==> src/core/acc_pkg.sv <==
package acc_pkg;

  // ==========================================================
  // Register indices; byte address is four times the index
  localparam logic [7:0] IDX_CONTROL_STATUS = 8'h34;
  localparam logic [7:0] IDX_RESULT_HIGH = 8'h35;
  localparam logic [7:0] IDX_RESULT_LOW = 8'h36;
  localparam int ADDR_W = 8;

  // ==========================================================
  // Field positions
  localparam int CSR_DONE_BIT = 7;
  localparam int CSR_SPEED_BIT = 6;
  localparam int CSR_ON_BIT = 5;
  localparam int CSR_CH_LSB = 0;
  localparam int LOW_SLOW_BIT = 3;
  localparam int RES_W = 10;
  localparam int CH_W = 3;
  localparam int NUM_CH = 5;

  // ==========================================================
  // Reset values and saturation codes
  localparam logic [RES_W-1:0] RESULT_RESET = 10'h000;
  localparam logic [RES_W-1:0] RESULT_FULL = 10'h3ff;
  localparam logic [RES_W-1:0] RESULT_ZERO = 10'h000;
  localparam logic [CH_W-1:0] CH_RESET = 3'h0;

  // ==========================================================
  // Timing in converter clock ticks
  localparam logic [2:0] SAMPLE_TICKS = 3'h2;
  // Index of the last of the 8 approximation ticks
  localparam logic [2:0] SAR_CYCLES = 3'h7;
  localparam logic [1:0] DIV4_LAST = 2'h3;

  typedef enum logic [1:0] {
    ACC_OFF,
    ACC_SAMPLE,
    ACC_HOLD
  } acc_phase_type;

  typedef struct packed {
    acc_phase_type phase;
    logic speed;
    logic conv_on;
    logic [CH_W-1:0] ch;
    logic slow;
    logic done;
    logic [RES_W-1:0] result;
    logic [RES_W-1:0] sar;
    logic [1:0] div;
    logic [2:0] cnt;
    logic [31:0] prdata;
    logic pready;
    logic pslverr;
    logic [NUM_CH-1:0] analog_sel;
    logic sample_on;
    logic [7:0] dac_code;
    logic [NUM_CH-1:0] pin_level;
  } acc_state_type;

endpackage

==> src/core/acc_ctrl.sv <==
// Decided for this implementation: the APB interface to the registers and the register addresses.
`timescale 1ns/1ps
// Overview of operation
// (RL1) Each conversion yields a 10-bit result in a readable register pair.
// (RL2) One of five analog inputs is routed through the input multiplexer.
// (RL3) Input above high reference saturates to FFh high, 03h low, no overflow.
// (RL4) Input below low reference gives all-zero high and low results.
// (RL5) Result is monotonic in the input voltage.
// (RL6) Sampling, then hold of 8 approximation cycles, capacitor isolated.
// (RL7) While on, sample and hold phases repeat back to back.
// (RL8) Three-bit channel field in control/status picks the converted input.
// (RL9) Setting converter_on starts continuous conversion of the channel.
// (RL10) Each completed conversion sets done flag and stores the result.
// (RL11) Reading the high result register clears the done flag.
// (RL12) Software polls done, reads low, then high for full result.
// (RL13) Analog pins stay readable through the digital input path.
// (RL14) Channel codes 000 to 100 map to analog inputs zero to four.
// (RL15) Control/status write while on aborts, clears done, restarts.
// (RL16) High register holds bits 9:2, low register bits 1:0.
// (RL17) Converter clock: CPU/2, CPU, or CPU/4 when slow is set.
// (RL18) While off, no conversions run and done is never set.
module acc_ctrl (
  input wire logic pclk,
  input wire logic presetn,
  input wire logic clk_en,
  input wire logic psel,
  input wire logic penable,
  input wire logic pwrite,
  input wire logic [acc_pkg::ADDR_W-1:0] paddr,
  input wire logic [31:0] pwdata,
  input wire logic [3:0] pstrb,
  output logic [31:0] prdata,
  output logic pready,
  output logic pslverr,
  input wire logic comp_above,
  input wire logic [1:0] fine_code,
  input wire logic over_range,
  input wire logic under_range,
  input wire logic [acc_pkg::NUM_CH-1:0] pin_digital,
  output logic [acc_pkg::NUM_CH-1:0] analog_sel,
  output logic sample_on,
  output logic [7:0] dac_code,
  output logic [acc_pkg::NUM_CH-1:0] pin_level
);

  // ==========================================================
  // Helpers
  function automatic logic [acc_pkg::NUM_CH-1:0] ch_onehot(
    input logic [acc_pkg::CH_W-1:0] code
  );
    logic [acc_pkg::NUM_CH-1:0] oh;
    oh = '0;
    if (code < 3'h5) begin
      oh[code] = 1'b1;
    end
    return oh;
  endfunction

  function automatic logic is_reg(
    input logic [acc_pkg::ADDR_W-1:0] a,
    input logic [7:0] idx
  );
    return a == acc_pkg::ADDR_W'({idx[5:0], 2'h0});
  endfunction

  acc_pkg::acc_state_type state_reg;
  acc_pkg::acc_state_type state_next;

  logic tick;
  logic apb_setup;
  logic apb_done;
  logic csr_write;
  logic hit;
  logic [31:0] rd;

  // ==========================================================
  // Next state
  always_comb begin
    state_next = state_reg;
    apb_setup = psel && !penable;
    apb_done = psel && penable && state_reg.pready;
    csr_write = apb_done && pwrite && pstrb[0] &&
      is_reg(paddr, acc_pkg::IDX_CONTROL_STATUS);
    hit = is_reg(paddr, acc_pkg::IDX_CONTROL_STATUS) ||
      is_reg(paddr, acc_pkg::IDX_RESULT_HIGH) ||
      is_reg(paddr, acc_pkg::IDX_RESULT_LOW);

    // Converter clock divider
    if (state_reg.slow) begin
      tick = state_reg.div == acc_pkg::DIV4_LAST; // RL17
    end else if (state_reg.speed) begin
      tick = 1'b1; // RL17
    end else begin
      tick = state_reg.div[0]; // RL17
    end
    state_next.div = state_reg.div + 2'h1;

    // Read data, captured in the setup cycle
    rd = 32'h0000_0000;
    if (is_reg(paddr, acc_pkg::IDX_CONTROL_STATUS)) begin
      rd[acc_pkg::CSR_DONE_BIT] = state_reg.done;
      rd[acc_pkg::CSR_SPEED_BIT] = state_reg.speed;
      rd[acc_pkg::CSR_ON_BIT] = state_reg.conv_on;
      rd[acc_pkg::CSR_CH_LSB +: acc_pkg::CH_W] = state_reg.ch;
    end else if (is_reg(paddr, acc_pkg::IDX_RESULT_HIGH)) begin
      rd[7:0] = state_reg.result[9:2]; // RL16
    end else if (is_reg(paddr, acc_pkg::IDX_RESULT_LOW)) begin
      rd[acc_pkg::LOW_SLOW_BIT] = state_reg.slow;
      rd[1:0] = state_reg.result[1:0]; // RL16
    end
    if (apb_setup) begin
      state_next.pready = 1'b1;
      state_next.pslverr = !hit;
      state_next.prdata = pwrite ? 32'h0000_0000 : rd;
    end else if (apb_done) begin
      state_next.pready = 1'b0;
      state_next.pslverr = 1'b0;
    end

    // Register writes
    if (csr_write) begin
      state_next.speed = pwdata[acc_pkg::CSR_SPEED_BIT];
      state_next.conv_on = pwdata[acc_pkg::CSR_ON_BIT]; // RL9
      state_next.ch = pwdata[acc_pkg::CSR_CH_LSB +: acc_pkg::CH_W]; // RL8
    end
    if (apb_done && pwrite && pstrb[0] &&
        is_reg(paddr, acc_pkg::IDX_RESULT_LOW)) begin
      state_next.slow = pwdata[acc_pkg::LOW_SLOW_BIT];
    end

    // Done flag cleared by a high result read
    if (apb_done && !pwrite &&
        is_reg(paddr, acc_pkg::IDX_RESULT_HIGH)) begin
      state_next.done = 1'b0; // RL11
    end

    // Conversion sequencer
    unique case (state_reg.phase)
      acc_pkg::ACC_OFF: begin
        state_next.sample_on = 1'b0; // RL18
        if (state_reg.conv_on) begin
          state_next.phase = acc_pkg::ACC_SAMPLE; // RL9
          state_next.cnt = 3'h0;
          state_next.sample_on = 1'b1;
        end
      end
      acc_pkg::ACC_SAMPLE: begin
        if (tick) begin
          state_next.cnt = state_reg.cnt + 3'h1;
          if (state_reg.cnt == acc_pkg::SAMPLE_TICKS - 3'h1) begin
            state_next.phase = acc_pkg::ACC_HOLD; // RL6
            state_next.sample_on = 1'b0; // RL6
            state_next.cnt = 3'h0;
            state_next.sar = 10'h200;
            state_next.dac_code = 8'h80;
          end
        end
      end
      acc_pkg::ACC_HOLD: begin
        if (tick) begin
          // One approximation cycle per tick, bits 9 down to 2
          // Four-bit index so bit 9 does not wrap
          state_next.sar[4'h9 - {1'b0, state_reg.cnt}] = comp_above; // RL5
          state_next.cnt = state_reg.cnt + 3'h1;
          if (state_reg.cnt != acc_pkg::SAR_CYCLES) begin
            state_next.sar[4'h8 - {1'b0, state_reg.cnt}] = 1'b1;
            state_next.dac_code = state_next.sar[9:2];
          end else begin
            if (over_range) begin
              state_next.result = acc_pkg::RESULT_FULL; // RL3
            end else if (under_range) begin
              state_next.result = acc_pkg::RESULT_ZERO; // RL4
            end else begin
              state_next.result = {state_next.sar[9:2], fine_code}; // RL1
            end
            state_next.done = 1'b1; // RL10
            state_next.phase = acc_pkg::ACC_SAMPLE; // RL7
            state_next.sample_on = 1'b1; // RL7
            state_next.cnt = 3'h0;
          end
        end
      end
    endcase

    // Abort and restart on control write, or stop when switched off
    if (csr_write && state_reg.conv_on) begin
      state_next.done = 1'b0; // RL15
      state_next.phase = acc_pkg::ACC_SAMPLE; // RL15
      state_next.sample_on = 1'b1;
      state_next.cnt = 3'h0;
    end
    if (!state_next.conv_on) begin
      state_next.phase = acc_pkg::ACC_OFF; // RL18
      state_next.sample_on = 1'b0;
      state_next.cnt = 3'h0;
    end
    if (csr_write && state_reg.conv_on && !state_next.conv_on) begin
      state_next.done = 1'b0; // RL15
    end

    state_next.analog_sel = ch_onehot(state_next.ch); // RL2 RL14
    state_next.pin_level = pin_digital; // RL13
  end

  // ==========================================================
  // State register
  always_ff @(posedge pclk or negedge presetn) begin
    if (!presetn) begin
      state_reg <= '{phase: acc_pkg::ACC_OFF, speed: 1'b0, conv_on: 1'b0,
        ch: acc_pkg::CH_RESET, slow: 1'b0, done: 1'b0,
        result: acc_pkg::RESULT_RESET, sar: 10'h000, div: 2'h0,
        cnt: 3'h0, prdata: 32'h0000_0000, pready: 1'b0, pslverr: 1'b0,
        analog_sel: 5'h01, sample_on: 1'b0, dac_code: 8'h00,
        pin_level: 5'h00};
    end else if (clk_en) begin
      state_reg <= state_next;
    end
  end

  assign prdata = state_reg.prdata;
  assign pready = state_reg.pready;
  assign pslverr = state_reg.pslverr;
  assign analog_sel = state_reg.analog_sel;
  assign sample_on = state_reg.sample_on;
  assign dac_code = state_reg.dac_code;
  assign pin_level = state_reg.pin_level;

endmodule

==> config.mk <==
export PLATFORM = sky130hd
export DESIGN_NAME = acc_ctrl
export DESIGN_NICKNAME = d
export VERILOG_FILES = /design/src/core/acc_pkg.sv /design/src/core/acc_ctrl.sv
export SDC_FILE = /design/constraint.sdc
export NUM_CORES = 1
export LEC_CHECK = 0
export BUFFER_PORTS_ARGS = -buffer_cell sky130_fd_sc_hd__buf_2
export CORE_ASPECT_RATIO = 2
export CORE_MARGIN = 1
export CORE_UTILIZATION = 45
export DETAILED_ROUTE_END_ITERATION = 16
export GPL_ROUTABILITY_DRIVEN = 0
export PLACE_DENSITY = 0.71
export SLEW_MARGIN = 20
export SYNTH_ARGS = -nofsm -noshare
export SYNTH_HDL_FRONTEND = slang
export SYNTH_SLANG_ARGS = --single-unit
==> constraint.sdc <==
create_clock -name pclk -period 2.7 [get_ports pclk]
set_input_delay 0.135 -clock pclk [delete_from_list [all_inputs] [get_ports pclk]]
set_output_delay 0.135 -clock pclk [all_outputs]
set_load 0.005 [all_outputs]
==> impl_metrics.prom <==
# TYPE chip_impl_metric gauge
chip_impl_metric{name="vias_per_cell",unit=""} 5.299
chip_impl_metric{name="n_antenna_cell",unit=""} 0
chip_impl_metric{name="post_synth_xor_area_fraction",unit="%"} 0.4731
chip_impl_metric{name="placed_cell_area",unit="um^2"} 3817
chip_impl_metric{name="drtAntennaViolNets",unit=""} 0
chip_impl_info{name="worstHoldPathType",value="in -> reg"} 1
chip_impl_metric{name="post_cts_resize_count",unit=""} 0
chip_impl_metric{name="grt_start_max_net_pins",unit=""} 44
chip_impl_info{name="cell_at_the_slowest_stage_of_the_critical_path",value="sky130_fd_sc_hd__dfrtp_1"} 1
chip_impl_metric{name="report.final.hold_viol_count",unit=""} 0
chip_impl_metric{name="antenna_found_initial",unit=""} 0
chip_impl_info{name="cp_common_cell",value="sky130_fd_sc_hd__ha_1"} 1
chip_impl_metric{name="nNetsFinal",unit=""} 502
chip_impl_metric{name="synth_seq_cells",unit=""} 61
chip_impl_metric{name="largest_register_ffs",unit=""} 32
chip_impl_metric{name="final_design_area_no_fill",unit="um^2"} 4151
chip_impl_metric{name="max_stage_delay",unit="ps"} 470
chip_impl_metric{name="fp-row-count",unit=""} 46
chip_impl_metric{name="fin_worst_skew",unit="ps"} 5.753
chip_impl_metric{name="synthesis.instances",unit=""} 394
chip_impl_info{name="synth_top_family_by_area",value="compound AO/OA/AOI/OAI gates"} 1
chip_impl_metric{name="synth.area.mux_share",unit="%"} 8.618
chip_impl_info{name="ys_top_cells_by_area",value="sky130_fd_sc_hd__dfrtp_1 (41%), sky130_fd_sc_hd__buf_4 (10%), sky130_fd_sc_hd__mux2i_1 (4.9%)"} 1
chip_impl_info{name="path_cells",value="ha_1 > ha_1 > nand2b_1 > a21boi_0 > nand2_1 > a221oi_1 > o32ai_1"} 1
chip_impl_info{name="synth_largest_area_cell",value="sky130_fd_sc_hd__dfrtp_1"} 1
chip_impl_metric{name="cts_sinks",unit=""} 61
chip_impl_metric{name="grt_pass1_vias",unit=""} 2895
chip_impl_metric{name="data_required_critical_path",unit="ps"} 2880
chip_impl_metric{name="slew_violations",unit=""} 0
chip_impl_metric{name="chipWidth",unit="um"} 66.14
chip_impl_metric{name="inserted_clock_buffers",unit=""} 9
chip_impl_metric{name="detailed_placement_hpwl",unit="um"} 6146
chip_impl_metric{name="ys_seq_area_share",unit="%"} 41.26
chip_impl_metric{name="numPortBuffers",unit=""} 59
chip_impl_metric{name="drtPass1Iterations",unit=""} 4
chip_impl_metric{name="synth_warnings",unit=""} 0
chip_impl_metric{name="netSwitchingPower",unit="uW"} 596.9
chip_impl_info{name="end_kind",value="register"} 1
chip_impl_info{name="status",value="completed"} 1
chip_impl_metric{name="relSlewSlack",unit="%"} 36.37
chip_impl_metric{name="via_count",unit=""} 2814
chip_impl_metric{name="core",unit="um^2"} 7943
chip_impl_metric{name="clk_latency_worst_skew_pair",unit="ps"} 330
chip_impl_metric{name="power.share.combinational",unit="%"} 9.5
chip_impl_metric{name="clkTransAtPathRegs",unit="ps"} 50
chip_impl_metric{name="synth-compound-area-share",unit="%"} 16.46
chip_impl_metric{name="synth.lib_cells_used.distinct",unit=""} 51
chip_impl_metric{name="floorplan.die.height",unit="um"} 130.3
chip_impl_info{name="clk_root_buffer_cell",value="sky130_fd_sc_hd__clkbuf_16"} 1
chip_impl_metric{name="postCtsSetupBuffers",unit=""} 0
chip_impl_metric{name="grt_pass1_wl",unit="um"} 13300
chip_impl_metric{name="wire_per_inst",unit="um"} 15.34
chip_impl_metric{name="power.switching_fraction",unit="%"} 24.22
chip_impl_metric{name="post-synth-top-area-fraction",unit="%"} 40.55
chip_impl_metric{name="grt.overflow.total",unit=""} 0
chip_impl_metric{name="synthToLayoutAreaGrowth",unit="%"} 12.13
chip_impl_metric{name="htreeDepth",unit=""} 3
chip_impl_metric{name="clock_power_share",unit="%"} 50.4
chip_impl_metric{name="cts_max_path_buffers",unit=""} 2
chip_impl_metric{name="drt_first_iter_violations",unit=""} 125
chip_impl_metric{name="internal-power",unit="mW"} 1.868
chip_impl_metric{name="worstMarginPinSlew",unit="ps"} 954.5
chip_impl_info{name="grt_setup_unrepaired",value="no"} 1
chip_impl_metric{name="ioPinCount",unit=""} 113
chip_impl_metric{name="start_util",unit="%"} 46.61
chip_impl_metric{name="grtUsageTotal",unit="%"} 20.52
chip_impl_metric{name="cellPowerDensity",unit="nW/um^2"} 593.6
chip_impl_metric{name="critical_path_arrival",unit="ps"} 2530
chip_impl_info{name="critical_setup_path_kind",value="reg -> reg"} 1
chip_impl_metric{name="worst-path-max-fanout",unit=""} 7
chip_impl_metric{name="maxCapViolations",unit=""} 0
chip_impl_info{name="most_numerous_cell_in_the_yosys_netlist",value="sky130_fd_sc_hd__dfrtp_1"} 1
chip_impl_metric{name="synth_area_per_cell",unit="um^2"} 9.397
chip_impl_metric{name="setup_viol_count_final",unit=""} 0
chip_impl_metric{name="clock.fmax",unit="MHz"} 425.9
chip_impl_metric{name="async_reset_ff_share",unit="%"} 100.0
chip_impl_metric{name="synth-simple-area-share",unit="%"} 15.24
chip_impl_info{name="leading_post_synthesis_cells_by_instance_count",value="sky130_fd_sc_hd__dfrtp_1 (60), sky130_fd_sc_hd__buf_4 (50), sky130_fd_sc_hd__nand2_1 (43)"} 1
chip_impl_metric{name="synth_edf_count",unit=""} 0
chip_impl_metric{name="tns",unit="ps"} 0
chip_impl_metric{name="netlist_area",unit="um^2"} 3702
chip_impl_metric{name="drcViolationCount",unit=""} 0
chip_impl_metric{name="reported_leakage_power",unit="nW"} 2.071
chip_impl_info{name="dominantRegCellSynth",value="sky130_fd_sc_hd__dfrtp_1"} 1
chip_impl_metric{name="seq_power_share",unit="%"} 40.0
chip_impl_metric{name="routed_wl",unit="um"} 8143
chip_impl_metric{name="minimum_clock_period",unit="ps"} 2348
chip_impl_metric{name="fin_crit_sh",unit="%"} 86.96
chip_impl_metric{name="vdd_drop_max",unit="mV"} 0.6201
chip_impl_metric{name="arithmetic_cell_share_of_the_synthesized_area_counting_full_adders_half_adders_and_majority_gates",unit="%"} 4.055
chip_impl_metric{name="die-area",unit="um^2"} 8616
chip_impl_info{name="clock_tree_from_tritoncts",value="done"} 1
chip_impl_info{name="startpoint_type",value="register"} 1
chip_impl_metric{name="final_layout_size_suffix_gt1_share",unit="%"} 23.91
metrics by stage:
step	setup slack (ps)	total power, mW	utilization (%)	hold slack (ps)	std cells
floorplan	718.2	1.180	-	-160.6	417
global placement	433.3	1.226	48.06	330.3	514
detailed placement	365.5	1.237	48.06	333.5	514
CTS	345.4	2.499	52.27	28.45	531
global route	200.1	2.575	52.27	34.49	531
finish	352.2	2.464	52.27	38.53	531
kinds of logic (layout without fill, tap and decap cells):
family / Yosys count / count (layout)
compound gates: 92 / 92
xor+xnor: 2 / 2
mux: 30 / 30
fa+ha+maj: 12 / 12
buf+inv: 84 / 102
simple gates: 112 / 112
flops: 61 / 61
other cells: 1 / 24
layout by cell type (no fill, tap or decap), drive strengths merged, types with 3 or more instances in the layout:
master,count
a21oi,21
a22o,13
and2,3
buf,66
clkbuf,9
clkinv,3
conb,24
dfrtp,60
ha,12
inv,20
mux2,12
mux2i,18
nand2,43
nand2b,3
nand3b,3
nand4,4
nor2,29
nor2b,5
nor3,4
nor3b,5
o21ai,29
o2bb2ai,8
o31ai,5
or2,3
cell type report:
class                           count  area, um^2
Multi-Input combinational cell    272        1750
Clock inverter                      7       98.84
Sequential cell                    61        1528
Fill cell                         734        3791
Inverter                           19       71.32
Tap cell                           96       120.1
Timing Repair Buffer               67       357.8
Clock buffer                        9       225.2
final timing paths:
kind | end | slack [ps] | cells after the start | from
max in group asynchronous | state_reg[65] | 1400 | 3 | presetn
worst max register to register | state_reg[86] | 350 | 7 | state_reg[53]
worst min-delay path | state_reg[84] | 40 | 2 | pwdata[6]
worst min register to register | analog_sel[0] | 470 | 1 | analog_sel[0]
worst max-delay path | state_reg[86] | 350 | 7 | state_reg[53]
min in group asynchronous | pin_level[2] | 490 | 2 | presetn
layer usage:
layer / vias up / part of all wire, % / GRT usage (%) / wire, um
li1: 1368 / - / - / -
met1: 1343 / 36 / 20.82 / 2964
met2: 86 / 57 / 37.76 / 4630
met3: 17 / 3.9 / 4.108 / 314
met4: 0 / 2.9 / 11.51 / 233
met5: - / 0 / 0 / 0
power groups by stage:
stage | Clock (mW) | Sequential (mW) | Combinational [mW]
final | 1.24 | 0.987 | 0.235
after CTS | 1.27 | 0.988 | 0.238
after global placement | 0 | 0.998 | 0.228
after global routing | 1.31 | 0.993 | 0.271
after detailed placement | 0 | 1.00 | 0.235
after floorplan | 0 | 0.997 | 0.184
timing repair:
item	in CTS	in global routing
setup endpoints to repair	0	0
hold buffers	1	0
endpoints found under the hold margin	41	0
critical path: cells and delay by family, from the launching register on:
| kind | cells | cell delay, ps |
|---|---|---|
| AOI/OAI and AO/OA | 3 | 910 |
| adders and majority gates | 2 | 540 |
| DFF | 1 | 470 |
| and+or+nand+nor | 2 | 280 |
(Power assumes the default switching activity.)
